==> src/hw/rta_pkg.sv <==
// shared constants for the rtc alarm and interrupt block and its controller
package rta_pkg;
  // ------------------------------------------------------------
  // device register indices (word index on the device bus)
  // ------------------------------------------------------------
  localparam logic [1:0] OFS_CTRL_ONE  = 2'h0;
  localparam logic [1:0] OFS_CTRL_TWO  = 2'h1;
  localparam logic [1:0] OFS_YEAR_CTL  = 2'h2;
  localparam logic [1:0] OFS_YEAR_ALRM = 2'h3;
  // ------------------------------------------------------------
  // field positions
  // ------------------------------------------------------------
  localparam int BIT_CARRY_FLAG  = 7;
  localparam int BIT_CARRY_IE    = 4;
  localparam int BIT_ALARM_IE    = 3;
  localparam int BIT_ALARM_FLAG  = 0;
  localparam int BIT_PERIOD_FLAG = 7;
  localparam int BIT_PSEL_HI     = 6;
  localparam int BIT_PSEL_LO     = 4;
  localparam int BIT_OSC_EN      = 3;
  localparam int BIT_ADJUST      = 2;
  localparam int BIT_DIV_RESET   = 1;
  localparam int BIT_START       = 0;
  localparam int BIT_YEAR_EN     = 7;
  // ------------------------------------------------------------
  // reset values and widths
  // ------------------------------------------------------------
  localparam logic [7:0] RST_CTRL_ONE = 8'h00;
  localparam logic [7:0] RST_CTRL_TWO = 8'h09;
  localparam logic [7:0] RST_YEAR_CTL = 8'h00;
  localparam int         DATA_W       = 16;
  localparam int         NUM_FIELDS   = 6;
  localparam int         NUM_PERIODS  = 7;
  localparam logic [3:0] BCD_MAX      = 4'h9;
  // ------------------------------------------------------------
  // controller software register indices
  // ------------------------------------------------------------
  localparam logic [2:0] HOFS_C1     = 3'h0;
  localparam logic [2:0] HOFS_C2     = 3'h1;
  localparam logic [2:0] HOFS_YA     = 3'h2;
  localparam logic [2:0] HOFS_YC     = 3'h3;
  localparam logic [2:0] HOFS_CMD    = 3'h4;
  localparam logic [2:0] HOFS_STATUS = 3'h5;
  localparam int         CMD_INIT    = 0;
  localparam int         CMD_ARM     = 1;
endpackage

==> src/hw/rta_if.sv <==
// register bus and interrupt lines between controller and rtc alarm block
`timescale 1ns/1ps
interface rta_if;
  logic [1:0]  addr;          // register index
  logic [15:0] wdata;         // write data
  logic        wr;            // write strobe
  logic        rd;            // read strobe
  logic [15:0] rdata;         // read data, cycle after rd
  logic        alarm_irq;     // alarm request level
  logic        periodic_irq;  // periodic request level
  logic        carry_irq;     // carry request level

  modport dev  (input addr, wdata, wr, rd,
                output rdata, alarm_irq, periodic_irq, carry_irq);
  modport host (output addr, wdata, wr, rd,
                input rdata, alarm_irq, periodic_irq, carry_irq);
endinterface

==> src/hw/rta_dev.sv <==
// rtc alarm compare, flags and interrupt request logic
//
// Summary of operation
// - year enable set: compare year counter too
// - flag only when all enabled fields match
// - software keeps year alarm within 0000..9999
// - year alarm is four bcd digits
// - power-on reset clears year compare control
// - year alarm keeps contents through resets
// - carry during write: check flag, rewrite
// - repeat time read after a carry
// - arm: enable participating fields, disable others
// - alarm flag resets while match persists
// - alarm request is flag and enable
// - periodic request needs nonzero select, flag
// - carry request is flag and enable
// - init: control one, divider reset, rest
// - flag events near standby wake may drop
// - counter write: block, write, read back
// - select 001..111 picks 1/256s to 2s
// - alarm flag: write 0 clears, 1 ignored
`timescale 1ns/1ps
module rta_dev #(
  parameter int NFIELD = rta_pkg::NUM_FIELDS  // other alarm fields
) (
  input  wire logic              clk,           // 40 MHz clock
  input  wire logic              rst_n,         // power-on reset, sync, low
  rta_if.dev                     bus,           // register bus and requests
  input  wire logic [15:0]       year_counter,  // bcd year count
  input  wire logic [NFIELD-1:0] field_enable,  // per-field compare enables
  input  wire logic [NFIELD-1:0] field_match,   // per-field counter equals alarm
  input  wire logic              carry_event,   // one-cycle counter carry pulse
  input  wire logic [6:0]        period_tick,   // pulses: 1/256s .. 2s
  output logic                   osc_enable,    // oscillator run level
  output logic                   count_start,   // counters run level
  output logic                   divider_reset, // one-cycle divider reset
  output logic                   adjust_pulse   // one-cycle 30 s adjust
);

  // ------------------------------------------------------------
  // register state
  // ------------------------------------------------------------
  logic        alarm_flag_r;
  logic        carry_flag_r;
  logic        alarm_irq_enable_r;
  logic        carry_irq_enable_r;
  logic        periodic_flag_r;
  logic [2:0]  period_select_r;
  logic        year_compare_enable_r;
  logic [15:0] year_alarm_value_r;
  logic        osc_enable_r;
  logic        count_start_r;
  logic        divider_reset_r;
  logic        adjust_pulse_r;
  logic [15:0] rdata_r;
  logic        alarm_irq_r;
  logic        periodic_irq_r;
  logic        carry_irq_r;

  logic        wr_c1;
  logic        wr_c2;
  logic        wr_yc;
  logic        wr_ya;
  logic        year_ok;
  logic        fields_ok;
  logic        any_enabled;
  logic        alarm_match;
  logic        period_hit;
  logic [2:0]  psel_idx;

  // ------------------------------------------------------------
  // write decode
  // ------------------------------------------------------------
  assign wr_c1 = bus.wr && (bus.addr == rta_pkg::OFS_CTRL_ONE);
  assign wr_c2 = bus.wr && (bus.addr == rta_pkg::OFS_CTRL_TWO);
  assign wr_yc = bus.wr && (bus.addr == rta_pkg::OFS_YEAR_CTL);
  assign wr_ya = bus.wr && (bus.addr == rta_pkg::OFS_YEAR_ALRM);

  // ------------------------------------------------------------
  // alarm comparison
  // ------------------------------------------------------------
  // year takes part only when its enable is set; the whole 16-bit bcd
  // word is compared digit for digit, so an out-of-range alarm simply
  // never matches a legal counter
  assign year_ok = !year_compare_enable_r
                   || (year_counter == year_alarm_value_r);
  // a disabled field is a don't-care
  assign fields_ok   = &(~field_enable | field_match);
  // with nothing enabled there is no alarm at all
  assign any_enabled = (|field_enable) || year_compare_enable_r;
  assign alarm_match = any_enabled && fields_ok && year_ok;

  // ------------------------------------------------------------
  // periodic tick selection
  // ------------------------------------------------------------
  assign psel_idx   = period_select_r - 3'h1;
  // select 000 picks no tick, 001..111 pick taps 0..6
  assign period_hit = (period_select_r != 3'h0) && period_tick[psel_idx];

  // ------------------------------------------------------------
  // alarm flag
  // ------------------------------------------------------------
  // a live match wins over a software clear in the same cycle, so the
  // flag stays set while the fields still match
  always_ff @(posedge clk)
  begin
    if (!rst_n)
      alarm_flag_r <= 1'b0;
    else if (alarm_match)
      alarm_flag_r <= 1'b1;
    else if (wr_c1 && !bus.wdata[rta_pkg::BIT_ALARM_FLAG])
      alarm_flag_r <= 1'b0;
  end

  // ------------------------------------------------------------
  // carry flag
  // ------------------------------------------------------------
  // software rewrites the counters when it sees this set after a write;
  // the carry pulse wins over a clear so no carry is ever lost here
  always_ff @(posedge clk)
  begin
    if (!rst_n)
      carry_flag_r <= 1'b0;
    else if (carry_event)
      carry_flag_r <= 1'b1;
    else if (wr_c1)
      carry_flag_r <= bus.wdata[rta_pkg::BIT_CARRY_FLAG];
  end

  // ------------------------------------------------------------
  // control one enables
  // ------------------------------------------------------------
  always_ff @(posedge clk)
  begin
    if (!rst_n)
    begin
      alarm_irq_enable_r <= rta_pkg::RST_CTRL_ONE[rta_pkg::BIT_ALARM_IE];
      carry_irq_enable_r <= rta_pkg::RST_CTRL_ONE[rta_pkg::BIT_CARRY_IE];
    end
    else if (wr_c1)
    begin
      alarm_irq_enable_r <= bus.wdata[rta_pkg::BIT_ALARM_IE];
      carry_irq_enable_r <= bus.wdata[rta_pkg::BIT_CARRY_IE];
    end
  end

  // ------------------------------------------------------------
  // periodic flag
  // ------------------------------------------------------------
  // the tick wins over a clear written in the same cycle
  always_ff @(posedge clk)
  begin
    if (!rst_n)
      periodic_flag_r <= 1'b0;
    else if (period_hit)
      periodic_flag_r <= 1'b1;
    else if (wr_c2)
      periodic_flag_r <= bus.wdata[rta_pkg::BIT_PERIOD_FLAG];
  end

  // ------------------------------------------------------------
  // control two fields and divider strobes
  // ------------------------------------------------------------
  // divider reset and adjust are self-clearing strobes, never stored
  always_ff @(posedge clk)
  begin
    if (!rst_n)
    begin
      period_select_r <= rta_pkg::RST_CTRL_TWO[rta_pkg::BIT_PSEL_HI:rta_pkg::BIT_PSEL_LO];
      osc_enable_r    <= rta_pkg::RST_CTRL_TWO[rta_pkg::BIT_OSC_EN];
      count_start_r   <= rta_pkg::RST_CTRL_TWO[rta_pkg::BIT_START];
      divider_reset_r <= 1'b0;
      adjust_pulse_r  <= 1'b0;
    end
    else
    begin
      divider_reset_r <= wr_c2 && bus.wdata[rta_pkg::BIT_DIV_RESET];
      adjust_pulse_r  <= wr_c2 && bus.wdata[rta_pkg::BIT_ADJUST];
      if (wr_c2)
      begin
        period_select_r <= bus.wdata[rta_pkg::BIT_PSEL_HI:rta_pkg::BIT_PSEL_LO];
        osc_enable_r    <= bus.wdata[rta_pkg::BIT_OSC_EN];
        count_start_r   <= bus.wdata[rta_pkg::BIT_START];
      end
    end
  end

  // ------------------------------------------------------------
  // year compare control
  // ------------------------------------------------------------
  // only the enable bit is stored; the rest of the byte is dropped
  always_ff @(posedge clk)
  begin
    if (!rst_n)
      year_compare_enable_r <= rta_pkg::RST_YEAR_CTL[rta_pkg::BIT_YEAR_EN];
    else if (wr_yc)
      year_compare_enable_r <= bus.wdata[rta_pkg::BIT_YEAR_EN];
  end

  // ------------------------------------------------------------
  // year alarm value
  // ------------------------------------------------------------
  // deliberately outside every reset so the alarm survives them;
  // its content after first power-up is unknown
  always_ff @(posedge clk)
  begin
    if (wr_ya)
      year_alarm_value_r <= bus.wdata;
  end

  // ------------------------------------------------------------
  // read data, valid the cycle after the strobe
  // ------------------------------------------------------------
  always_ff @(posedge clk)
  begin
    if (!rst_n)
      rdata_r <= 16'h0000;
    else if (bus.rd)
    begin
      case (bus.addr)
        rta_pkg::OFS_CTRL_ONE:
          rdata_r <= {8'h00, carry_flag_r, 2'b00, carry_irq_enable_r,
                      alarm_irq_enable_r, 2'b00, alarm_flag_r};
        rta_pkg::OFS_CTRL_TWO:
          rdata_r <= {8'h00, periodic_flag_r, period_select_r, osc_enable_r,
                      2'b00, count_start_r};
        rta_pkg::OFS_YEAR_CTL:
          rdata_r <= {8'h00, year_compare_enable_r, 7'h00};
        rta_pkg::OFS_YEAR_ALRM:
          rdata_r <= year_alarm_value_r;
        default:
          rdata_r <= 16'h0000;
      endcase
    end
  end

  // ------------------------------------------------------------
  // interrupt requests
  // ------------------------------------------------------------
  // plain levels, one cycle behind the flags; clearing either the flag
  // or the enable drops the request on the next edge
  always_ff @(posedge clk)
  begin
    if (!rst_n)
    begin
      alarm_irq_r    <= 1'b0;
      periodic_irq_r <= 1'b0;
      carry_irq_r    <= 1'b0;
    end
    else
    begin
      alarm_irq_r    <= alarm_flag_r && alarm_irq_enable_r;
      periodic_irq_r <= (period_select_r != 3'h0) && periodic_flag_r;
      carry_irq_r    <= carry_flag_r && carry_irq_enable_r;
    end
  end

  // ------------------------------------------------------------
  // outputs
  // ------------------------------------------------------------
  assign bus.rdata        = rdata_r;
  assign bus.alarm_irq    = alarm_irq_r;
  assign bus.periodic_irq = periodic_irq_r;
  assign bus.carry_irq    = carry_irq_r;
  assign osc_enable       = osc_enable_r;
  assign count_start      = count_start_r;
  assign divider_reset    = divider_reset_r;
  assign adjust_pulse     = adjust_pulse_r;

endmodule // rta_dev

==> src/flat_wrapper.sv <==
// flat-port wrapper written by rule: the top's interface ports become plain ports
module rta_dev_flat 
#(
  parameter int NFIELD = rta_pkg::NUM_FIELDS                       
)
  (clk, rst_n, year_counter, field_enable, field_match, carry_event, period_tick, osc_enable, count_start, divider_reset, adjust_pulse, bus_addr, bus_wdata, bus_wr, bus_rd, bus_rdata, bus_alarm_irq, bus_periodic_irq, bus_carry_irq);
  rta_if bus_i ();
  input  wire logic clk;
  input  wire logic rst_n;
  input  wire logic [15:0] year_counter;
  input  wire logic [NFIELD-1:0] field_enable;
  input  wire logic [NFIELD-1:0] field_match;
  input  wire logic carry_event;
  input  wire logic [6:0] period_tick;
  output logic osc_enable;
  output logic count_start;
  output logic divider_reset;
  output logic adjust_pulse;
  input wire logic [$bits(bus_i.addr)-1:0] bus_addr;
  input wire logic [$bits(bus_i.wdata)-1:0] bus_wdata;
  input wire logic [$bits(bus_i.wr)-1:0] bus_wr;
  input wire logic [$bits(bus_i.rd)-1:0] bus_rd;
  output wire logic [$bits(bus_i.rdata)-1:0] bus_rdata;
  output wire logic [$bits(bus_i.alarm_irq)-1:0] bus_alarm_irq;
  output wire logic [$bits(bus_i.periodic_irq)-1:0] bus_periodic_irq;
  output wire logic [$bits(bus_i.carry_irq)-1:0] bus_carry_irq;
  assign bus_i.addr = bus_addr;
  assign bus_i.wdata = bus_wdata;
  assign bus_i.wr = bus_wr;
  assign bus_i.rd = bus_rd;
  assign bus_rdata = bus_i.rdata;
  assign bus_alarm_irq = bus_i.alarm_irq;
  assign bus_periodic_irq = bus_i.periodic_irq;
  assign bus_carry_irq = bus_i.carry_irq;
  rta_dev #(.NFIELD(NFIELD)) u_core (.clk(clk), .rst_n(rst_n), .bus(bus_i), .year_counter(year_counter), .field_enable(field_enable), .field_match(field_match), .carry_event(carry_event), .period_tick(period_tick), .osc_enable(osc_enable), .count_start(count_start), .divider_reset(divider_reset), .adjust_pulse(adjust_pulse));
endmodule
==> config.mk <==
export PLATFORM = sky130hd
export DESIGN_NAME = rta_dev_flat
export DESIGN_NICKNAME = d
export VERILOG_FILES = /design/src/hw/rta_pkg.sv /design/src/hw/rta_if.sv /design/src/hw/rta_dev.sv /design/src/flat_wrapper.sv
export SDC_FILE = /design/constraint.sdc
export NUM_CORES = 1
export LEC_CHECK = 0
export BUFFER_PORTS_ARGS = -buffer_cell sky130_fd_sc_hd__buf_2
export CAP_MARGIN = 10
export CELL_PAD_IN_SITES_DETAIL_PLACEMENT = 1
export CELL_PAD_IN_SITES_GLOBAL_PLACEMENT = 2
export CORE_MARGIN = 4
export CORE_UTILIZATION = 29
export DETAILED_ROUTE_END_ITERATION = 12
export PLACE_DENSITY = 0.8
export SYNTH_ARGS = -nofsm -noshare
export SYNTH_HDL_FRONTEND = slang
export SYNTH_SLANG_ARGS = --single-unit
==> constraint.sdc <==
create_clock -name clk -period 1.8 [get_ports clk]
set_input_delay 0.36 -clock clk [delete_from_list [all_inputs] [get_ports clk]]
set_output_delay 0.36 -clock clk [all_outputs]
set_load 0.05 [all_outputs]
== After elaboration in Yosys (flattened, before gate mapping) ==
Index checks and enable logic that the tools add are counted.

* Add/subtract/negate cells: 1
* Equality and inequality tests: 4
* $lt $le $gt $ge: 1
* Bitwise operators: 2
* Multiplexer cells: 9
* Reduce and logical (&&, ||, !) cells: 24

{| class="wikitable"
|+ Operators by type and width
! kind !! number
|-
| 16-bit one-hot mux with 4 select lines || 1
|-
| 16-bit equality test || 1
|-
| 1-bit logical AND || 13
|-
| 1-bit 2-to-1 mux || 7
|-
| 6-bit NOT || 1
|-
| 6-bit OR || 1
|-
| 6-bit AND reduction || 1
|-
| 2-bit nonzero test || 3
|-
| 6-bit OR reduction || 1
|-
| 2-bit equality test (second input constant) || 2
|-
| 3-bit by 4-bit less-than comparator with 1-bit output (second input constant) || 1
|-
| 1-bit binary-select mux with 3-bit select || 1
|-
| 3-bit nonzero test || 1
|-
| 3-bit by 1-bit subtractor with 3-bit output (second input constant) || 1
|-
| 2-bit by 1-bit equality test with 1-bit output (second input constant) || 1
|-
| 1-bit logical NOT || 2
|-
| 2-bit logical NOT || 1
|-
| 1-bit logical OR || 2
|}

* Bits in registers: 48
* Output and inout bits: 23
* Bits of input ports: 58
* Logic and storage cells: 57

== Longest topological paths before layout ==
Gate-level depths: netlist of run 1.

* Word-level depth: 6
* Gate-level depth with buffers: 6
* Gate-level depth less buffers: 6

== Worst setup path before layout of run 1 ==
OpenSTA, ideal clock, no wires.

* Kind: reg2reg
* Start: register u_core.period_select_r[0]
* End: register u_core.periodic_flag_r
* Data required time: 1.665 ns
* Setup time: 0.135 ns
* Data arrival time: 1.296 ns
* Buffers on the path: 0
* Path slack: 0.370 ns
* Stages on the path, launching flop included: 6
* Period minus slack after synthesis: 1.430 ns
* Cell sequence: dfxtp_1 inv_1 ha_1 mux4_2 nand2_1 a41oi_2

* Word-level cells in the longest chain between the ends: 5
* Elaborated cells between the ends (all ways): 7
* Those cells by class: 1 x add/sub; 3 x mux; 3 x reduce/logical

{| class="wikitable"
|+ Ends and longest elaborated chain
! element !! RTL line !! RTL
|-
| start: declaration || rta_dev.sv:48 || <nowiki>logic [2:0] period_select_r;</nowiki>
|-
| start signal: assignment || rta_dev.sv:169 || <nowiki>period_select_r <= rta_pkg::RST_CTRL_TWO[rta_pkg::BIT_PSEL_HI:rta_pkg::BIT_PSEL_LO];</nowiki>
|-
| start signal: assignment || rta_dev.sv:181 || <nowiki>period_select_r <= bus.wdata[rta_pkg::BIT_PSEL_HI:rta_pkg::BIT_PSEL_LO];</nowiki>
|-
| 3-bit by 1-bit subtractor with 3-bit output || rta_dev.sv:96 || <nowiki>assign psel_idx = period_select_r - 3'h1;</nowiki>
|-
| 1-bit binary-select mux with 3-bit select || rta_dev.sv:98 || <nowiki>assign period_hit = (period_select_r != 3'h0) && period_tick[psel_idx];</nowiki>
|-
| 1-bit 2-to-1 mux (not written as such) || rta_dev.sv:98 ||
|-
| 1-bit logical AND (*) || rta_dev.sv:98 ||
|-
| 1-bit 2-to-1 mux / 2-bit nonzero test (equally long branches) || n/a ||
|-
| end signal: assignment || rta_dev.sv:158 || <nowiki>periodic_flag_r <= bus.wdata[rta_pkg::BIT_PERIOD_FLAG];</nowiki>
|-
| end: declaration || rta_dev.sv:47 || <nowiki>logic periodic_flag_r;</nowiki>
|}

Every way passes the cells marked *; elsewhere a longest branch is shown, timed or not. The select of a mux whose other input is x is not followed.
A chain may end at the register's enable or synchronous reset.

== Final worst setup path of run 1 ==
* Start: register u_core.period_select_r[1]
* End: register u_core.periodic_flag_r

Same word-level chain as after synthesis.

==> flow_metrics.env, run 1 <==
export IMPL_synth_edff_count=16
export IMPL_cp_start_kind="flop"
export IMPL_wl_per_cell_um=15.1
export IMPL_crit_required_ns=1.97
export IMPL_switching_share_pct=25.1
export IMPL_tns_ns=0
export IMPL_postLayoutCoreUtil_pct=39.8
export IMPL_top_layer="met4"
export IMPL_final_area_um2=2770
export IMPL_clk_path_buf_depth=2
export IMPL_drv_cap=0
export IMPL_drcViolationCount=0
export IMPL_syn_avg_cell_area_um2=10.4
export IMPL_path_max_fanout=3
export IMPL_critPathSlowestCell="dfxtp_1"
export IMPL_mappedNetlistArea_um2=2130
export IMPL_grt_total_usage_pct=13.7
export IMPL_grt_max_degree=23
export IMPL_cts_setup_buffers=0
export IMPL_p_leak_uw=0.00122
export IMPL_io_pins=81
export IMPL_grt_pass1_wl_um=9270
export IMPL_ys_types=36
export IMPL_min_delay_path_class="input port to flop"
export IMPL_cts_hold_buf=0
export IMPL_fp_dieW_um=93.7
export IMPL_cts_tree="built"
export IMPL_path_cells="inv_1 > ha_1 > mux2i_1 > a21oi_1 > o21ai_0 > a41oi_2"
export IMPL_crit_family="flip-flops"
export IMPL_wl_met1_um=2610
export IMPL_antenna_found_initial=0
export IMPL_relSlewSlack_pct=72.6
export IMPL_clock_sinks=48
export IMPL_nNetsFinal=349
export IMPL_drt_pass1_iter_count=4
export IMPL_wl_met2_um=2910
export IMPL_cp_num_buf_inv=1
export IMPL_power_frac_clock_pct=35.2
export IMPL_h_tree_depth=2
export IMPL_fin_crit_ns=1.47
export IMPL_num_vias=1737
export IMPL_synth_main_ff_cell="dfxtp_1"
export IMPL_wl_met3_um=270
export IMPL_ctsResizeCount=0
export IMPL_insertion_delay_ns=0.30
export IMPL_ant_nets=0
export IMPL_synth_cells=205
export IMPL_cp_arrival_ns=1.64
export IMPL_max_stage_delay_ns=0.37
export IMPL_root_buffer="clkbuf_8"
export IMPL_first_global_vias=1822
export IMPL_post_route_cells_drive_above_1_share_pct=34.8
export IMPL_die_area_um2=8780
export IMPL_setup_violations=0
export IMPL_wl_um=5840
export IMPL_status="complete, no violations"
export IMPL_p_sw_uw=585
export IMPL_cts_made_buffers=5
export IMPL_yosys_warnings=0
export IMPL_place_area_um2=2640
export IMPL_fmax_mhz=682
export IMPL_comb_power_share_pct=13.7
export IMPL_ys_ff_latch=48
export IMPL_drtIter0Drc=30
export IMPL_initial_utilization_pct=30.7
export IMPL_rsz0062_at_grt="no"
export IMPL_fin_skew_ns=0.00712
export IMPL_post_place_ws_ns=0.262
export IMPL_ir_drop_mv=0.333
export IMPL_async_flop_share_pct=0
export IMPL_slew_violations=0
export IMPL_grt_remaining_overflow=0
export IMPL_finalWorstSetupSlack_ns=0.335
export IMPL_area_growth_pct=29.8
export IMPL_seqPwrFrac_pct=51.2
export IMPL_power_density_nw_per_um2=843
export IMPL_hpwl_um=4560
export IMPL_clk_pin_slew_ns=0.09
export IMPL_p_int_uw=1750
export IMPL_die_y_um=93.7
export IMPL_endpoint_kind="flop"
export IMPL_fin_crit_sh_pct=81.4
export IMPL_rows=30
export IMPL_gp_congestion=0.721
export IMPL_crit_type="flop to flop"
export IMPL_finalHoldViolCount=0
export IMPL_n_antenna_cell=0
export IMPL_syn_nets=265
export IMPL_viasPerCell=4.50
export IMPL_worst_pin_slew_ns=0.410
export IMPL_seq_area_frac_synth_pct=52.6
export IMPL_core_area_um2=6940
export IMPL_hold_ws_ns=0.235
export IMPL_port_buffers=80
[cells by family (layout without fill, tap and decap cells)]
family                     count (synthesis)  after routing  synth area share (%)
and+or+nand+nor                           71             71                  17.8
DFF                                       48             48                  52.6
AOI/OAI and AO/OA                         34             34                  9.87
buffers and inverters                     20            105                  4.17
xor gates and xnor gates                  16             16                  6.58
muxes                                     14             14                  7.76
adders and majority gates                  2              2                  1.17
[power by group through the flow]
stage | clock network (uW) | registers, uW | logic, uW
floorplan | 0 | 1270 | 138
global placement | 0 | 1220 | 318
detailed placement | 0 | 1220 | 322
CTS | 842 | 1190 | 324
global route | 882 | 1200 | 352
finish | 820 | 1190 | 319
[final timing paths]
check	from	cells after the start	to	slack, ns
setup reg to reg	u_core.period_select_r[1]$_SDFFE_PN0P_	6	u_core.periodic_flag_r$_SDFFE_PN0P_	0.33
hold reg to reg	u_core.periodic_flag_r$_SDFFE_PN0P_	2	u_core.bus.periodic_irq$_SDFF_PN0_	0.48
setup / recovery	u_core.period_select_r[1]$_SDFFE_PN0P_	6	u_core.periodic_flag_r$_SDFFE_PN0P_	0.33
hold / removal	bus_wdata[13]	1	u_core.year_alarm_value_r[13]$_DFFE_PP_	0.24
[metal layers]
layer | vias up | global-route usage (%)
met1 | 810 | 17.6
met5 | - | 0
met2 | 43 | 23.4
li1 | 880 | -
met3 | 4 | 2.88
met4 | 0 | 3.61
[state kept, by name (all words and copies together), names as in the netlist]
register and count:
u_core.year_alarm_value_r 16, u_core.bus.rdata 16, u_core.bus.alarm_irq 1, u_core.year_compare_enable_r 1, u_core.bus.periodic_irq 1, u_core.bus.carry_irq 1
u_core.carry_flag_r 1, u_core.periodic_flag_r 1, u_core.carry_irq_enable_r 1, u_core.alarm_flag_r 1, u_core.divider_reset 1, u_core.osc_enable 1
u_core.adjust_pulse 1, u_core.count_start 1, u_core.period_select_r 3, u_core.alarm_irq_enable_r 1
[placed cells by master (no fill, tap or decap), types with 2 or more instances in the layout]
master / Yosys / final
nor3_1: 2 / 2
nor2_1: 19 / 19
mux2i_1: 12 / 12
and3_1: 6 / 6
edfxtp_1: 16 / 16
o211ai_1: 4 / 4
clkbuf_8: 0 / 6
and2_1: 3 / 3
o21ai_1: 4 / 4
buf_4: 1 / 5
xor2_1: 15 / 15
inv_1: 11 / 11
nor4_1: 4 / 4
nand2_1: 13 / 13
dfxtp_1: 32 / 32
a21oi_1: 19 / 19
nand3_1: 5 / 5
nor2b_1: 12 / 12
ha_1: 2 / 2
o22ai_1: 2 / 2
nand3b_1: 2 / 2
buf_2: 2 / 80
mux4_2: 2 / 2
[final cells by class]
| type | count | area [um2] |
|---|---|---|
| fill | 835 | 4180 |
| sequential | 48 | 1120 |
| clock inverter | 2 | 38.8 |
| tap | 96 | 120 |
| multi-input combinational | 137 | 920 |
| clock buffer | 6 | 82.6 |
| timing repair buffer | 85 | 438 |
| inverter | 12 | 45.0 |
[cell usage after synthesis (2+ instances only)]
| library cell | instances | share of area (%) |
|---|---|---|
| dfxtp_1 | 32 | 30 |
| nor4_1 | 4 | 1.2 |
| nand3b_1 | 2 | 0.70 |
| o22ai_1 | 2 | 0.59 |
| buf_2 | 2 | 0.47 |
| nor2_1 | 19 | 3.3 |
| xor2_1 | 15 | 6.2 |
| nand2_1 | 13 | 2.3 |
| and2_1 | 3 | 0.88 |
| a21oi_1 | 19 | 4.5 |
| nor2b_1 | 12 | 3.5 |
| o21ai_1 | 4 | 0.94 |
| mux4_2 | 2 | 2.1 |
| mux2i_1 | 12 | 5.6 |
| clkbuf_1 | 4 | 0.70 |
| edfxtp_1 | 16 | 23 |
| inv_1 | 11 | 1.9 |
| and3_1 | 6 | 1.8 |
| ha_1 | 2 | 1.2 |
| nor3_1 | 2 | 0.47 |
| nand3_1 | 5 | 1.2 |
| o211ai_1 | 4 | 1.4 |
[metrics by stage]
step / total power (uW) / cells
floorplan: 1400 / 205
global placement: 1540 / 378
detailed placement: 1540 / 378
CTS: 2360 / 386
global route: 2430 / 386
finish: 2330 / 386
(Power assumes the default switching activity.)
==> inputs of run 2 (changes only) <==
--- a/config.mk
+++ b/config.mk
@@ -5,14 +5,15 @@
 export SDC_FILE = /design/constraint.sdc
 export NUM_CORES = 1
 export LEC_CHECK = 0
+export ABC_AREA = 1
 export BUFFER_PORTS_ARGS = -buffer_cell sky130_fd_sc_hd__buf_2
 export CAP_MARGIN = 10
 export CELL_PAD_IN_SITES_DETAIL_PLACEMENT = 1
 export CELL_PAD_IN_SITES_GLOBAL_PLACEMENT = 2
 export CORE_MARGIN = 4
-export CORE_UTILIZATION = 29
+export CORE_UTILIZATION = 24
 export DETAILED_ROUTE_END_ITERATION = 12
-export PLACE_DENSITY = 0.8
+export PLACE_DENSITY = 0.76
 export SYNTH_ARGS = -nofsm -noshare
 export SYNTH_HDL_FRONTEND = slang
 export SYNTH_SLANG_ARGS = --single-unit
==> constraint.sdc (replaced) <==
create_clock -name clk -period 1.2 [get_ports clk]
set_input_delay 0.24 -clock clk [delete_from_list [all_inputs] [get_ports clk]]
set_output_delay 0.24 -clock clk [all_outputs]
set_load 0.05 [all_outputs]
==> flow_metrics.env, run 2 <==
export IMPL_status="complete, no violations"
export IMPL_cp_start_kind="flop"
export IMPL_wl_met2_um=3210
export IMPL_regToRegEndpoint="u_core.periodic_flag_r$_SDFFE_PN0P_"
export IMPL_port_buffers=80
export IMPL_path_max_fanout=4
export IMPL_setup_violations=0
export IMPL_first_global_vias=2381
export IMPL_num_vias=2204
export IMPL_tns_ns=0
export IMPL_area_growth_pct=35.1
export IMPL_holdPathEnd="u_core.year_alarm_value_r[9]$_DFFE_PP_"
export IMPL_multi_input_area_um2=888
export IMPL_grt_remaining_overflow=0
export IMPL_cts_hold_buf=0
export IMPL_relSlewSlack_pct=70.9
export IMPL_root_buffer="clkbuf_8"
export IMPL_ant_nets=0
export IMPL_synth_top_area_share_pct=28.3
export IMPL_wl_um=7060
export IMPL_fin_crit_sh_pct=99.2
export IMPL_min_path_cells=1
export IMPL_ir_drop_mv=0.442
export IMPL_synth_main_ff_cell="dfxtp_1"
export IMPL_synth_edff_count=16
export IMPL_slew_violations=0
export IMPL_p_sw_uw=1060
export IMPL_final_common_cell="buf_2"
export IMPL_crit_required_ns=1.40
export IMPL_io_pins=81
export IMPL_comb_power_share_pct=19.9
export IMPL_cp_arrival_ns=1.39
export IMPL_top_layer="met4"
export IMPL_wl_met3_um=366
export IMPL_power_density_nw_per_um2=1140
export IMPL_grt_max_degree=28
export IMPL_die_y_um=105
export IMPL_switching_share_pct=30.4
export IMPL_n_antenna_cell=0
export IMPL_power_frac_clock_pct=27.9
export IMPL_min_delay_path_class="input port to flop"
export IMPL_cts_tree="built"
export IMPL_p_int_uw=2430
export IMPL_drcViolationCount=0
export IMPL_synthTopCellsByCount="nand2_1 (66), inv_1 (63), dfxtp_1 (32), nor2_1 (32), o21ai_0 (25)"
export IMPL_rsz0062_at_grt="yes"
export IMPL_fmax_mhz=840
export IMPL_h_tree_depth=2
export IMPL_clock_sinks=48
export IMPL_async_flop_share_pct=0
export IMPL_seqPwrFrac_pct=52.1
export IMPL_nNetsFinal=453
export IMPL_ys_ff_latch=48
export IMPL_core_area_um2=9200
export IMPL_wl_met1_um=3430
export IMPL_insertion_delay_ns=0.31
export IMPL_grt_pass1_wl_um=11400
export IMPL_clk_path_buf_depth=2
export IMPL_viasPerCell=4.36
export IMPL_endpoint_kind="flop"
export IMPL_initial_utilization_pct=24.6
export IMPL_ff2ff_path_depth=6
export IMPL_drt_pass1_iter_count=4
export IMPL_worstSetupStartpoint="u_core.period_select_r[0]$_SDFFE_PN0P_"
export IMPL_fin_skew_ns=0.00604
export IMPL_crit_type="flop to flop"
export IMPL_cts_made_buffers=5
export IMPL_antenna_found_initial=0
export IMPL_rows=35
export IMPL_rrSetupSlack_ns=0.01
export IMPL_fp_dieW_um=105
export IMPL_syn_avg_cell_area_um2=7.64
export IMPL_drv_cap=0
export IMPL_seq_area_frac_synth_pct=49.6
export IMPL_rr_startpoint="u_core.period_select_r[0]$_SDFFE_PN0P_"
export IMPL_layout_common_cells="buf_2 (67), nand2_1 (66), inv_1 (60)"
export IMPL_post_route_cells_drive_above_1_share_pct=31.0
export IMPL_worst_pin_slew_ns=0.437
export IMPL_min_delay_start="bus_wdata[9]"
export IMPL_yosys_cell_count_top_type="nand2_1"
export IMPL_synth_top_area_cell="dfxtp_1"
export IMPL_gp_congestion=0.810
export IMPL_synth_cells=296
export IMPL_regArea_um2=1120
export IMPL_finalHoldViolCount=0
export IMPL_fin_crit_ns=1.19
export IMPL_p_leak_uw=0.00160
export IMPL_power_uw=3490
export IMPL_mappedNetlistArea_um2=2260
export IMPL_grt_total_usage_pct=13.0
export IMPL_drtIter0Drc=50
export IMPL_wl_per_cell_um=14.0
export IMPL_ys_types=27
export IMPL_die_area_um2=11000
export IMPL_synth_area_top_cells="dfxtp_1 (28%), edfxtp_1 (21%), nand2_1 (11%), inv_1 (10%), o21ai_0 (5.5%)"
export IMPL_yosys_warnings=0
export IMPL_syn_nets=356
export IMPL_hpwl_um=5640
export IMPL_fillers=1149
export IMPL_clk_pin_slew_ns=0.09
run 2: cell types whose count changed in the layout (fill, tap and decap cells not counted), moves of 10 or more:
cell,before,now
xor2_1,15,0
buf_2,80,67
nor2_1,19,30
clkbuf_4,0,10
o21ai_0,1,23
buf_4,5,19
inv_1,11,60
nor2b_1,12,0
nand2_1,13,66
mux2i_1,12,1
run 2: how the worst max path moves through the flow:
stage | endpoint | cells past startpoint | slack, ns
2_1_floorplan | u_core.periodic_flag_r$_SDFFE_PN0P_ | 8 | 0.03
3_3_place_gp | u_core.periodic_flag_r$_SDFFE_PN0P_ | 8 | 0.007
3_5_place_dp | u_core.periodic_flag_r$_SDFFE_PN0P_ | 8 | -0.05
4_1_cts | u_core.periodic_flag_r$_SDFFE_PN0P_ | 8 | -0.01
5_1_grt | u_core.alarm_flag_r$_SDFFE_PN0P_ | 9 | -0.11
6_report | u_core.periodic_flag_r$_SDFFE_PN0P_ | 6 | 0.01
run 2: per-stage QoR:
step | instances | setup slack (ns) | utilization [%] | cell area, um2 | hold WS [ns]
6_report | 505 | 0.00983 | 33.2 | 3060 | 0.109
5_1_grt | 505 | -0.108 | 33.2 | 3060 | 0.0896
4_1_cts | 504 | -0.0115 | 32.6 | 3000 | 0.0955
3_5_place_dp | 496 | -0.0489 | 31.7 | 2920 | 0.420
3_3_place_gp | 496 | 0.00749 | 31.7 | 2920 | 0.420
2_1_floorplan | 296 | 0.0306 | - | 2280 | 0.339
run 2: critical path, stage by stage (launching register included):
cell,delay [ns]
dfxtp_2,0.37
inv_4,0.05
ha_1,0.22
xnor2_2,0.15
nand3b_1,0.17
nand3_2,0.08
a21oi_2,0.05
run 2: kinds of logic (layout without fill, tap and decap cells):
family,count (synthesis),count (layout),synth area share [%]
muxes,1,1,0.442
xor gates and xnor gates,1,1,0.387
buffers and inverters,73,171,12.7
AOI/OAI and AO/OA,62,62,16.5
and+or+nand+nor,109,109,19.3
DFF,48,48,49.6
adders and majority gates,2,2,1.11
run 2: final cells by class:
class / instances / area share [%]
clock inverters: 3 / 0.450
repair buffers: 97 / 18.7
well taps: 111 / 4.54
flip-flops and latches: 48 / 36.8
clock buffers: 5 / 2.25
multi-input cells: 175 / 29.1
inverters: 66 / 8.19
run 2: layer usage:
layer | global-route usage [%] | vias up
met5 | 0 | -
met4 | 2.53 | 0
met3 | 3.27 | 5
met2 | 21.0 | 62
met1 | 17.5 | 1003
li1 | - | 1134
run 2: repair_timing:
action,CTS,global route
endpoints found under the setup margin,2,14
pin swaps,1,3
setup buffers,0,1
cloned,0,0
gates resized for setup,4,19
run 2: power groups by stage:
stage	Combinational, uW	Sequential [uW]	Clock (uW)
3_3_place_gp	664	1850	0
4_1_cts	686	1820	1010
3_5_place_dp	682	1850	0
6_report	696	1820	975
2_1_floorplan	274	1980	0
5_1_grt	779	1830	1080
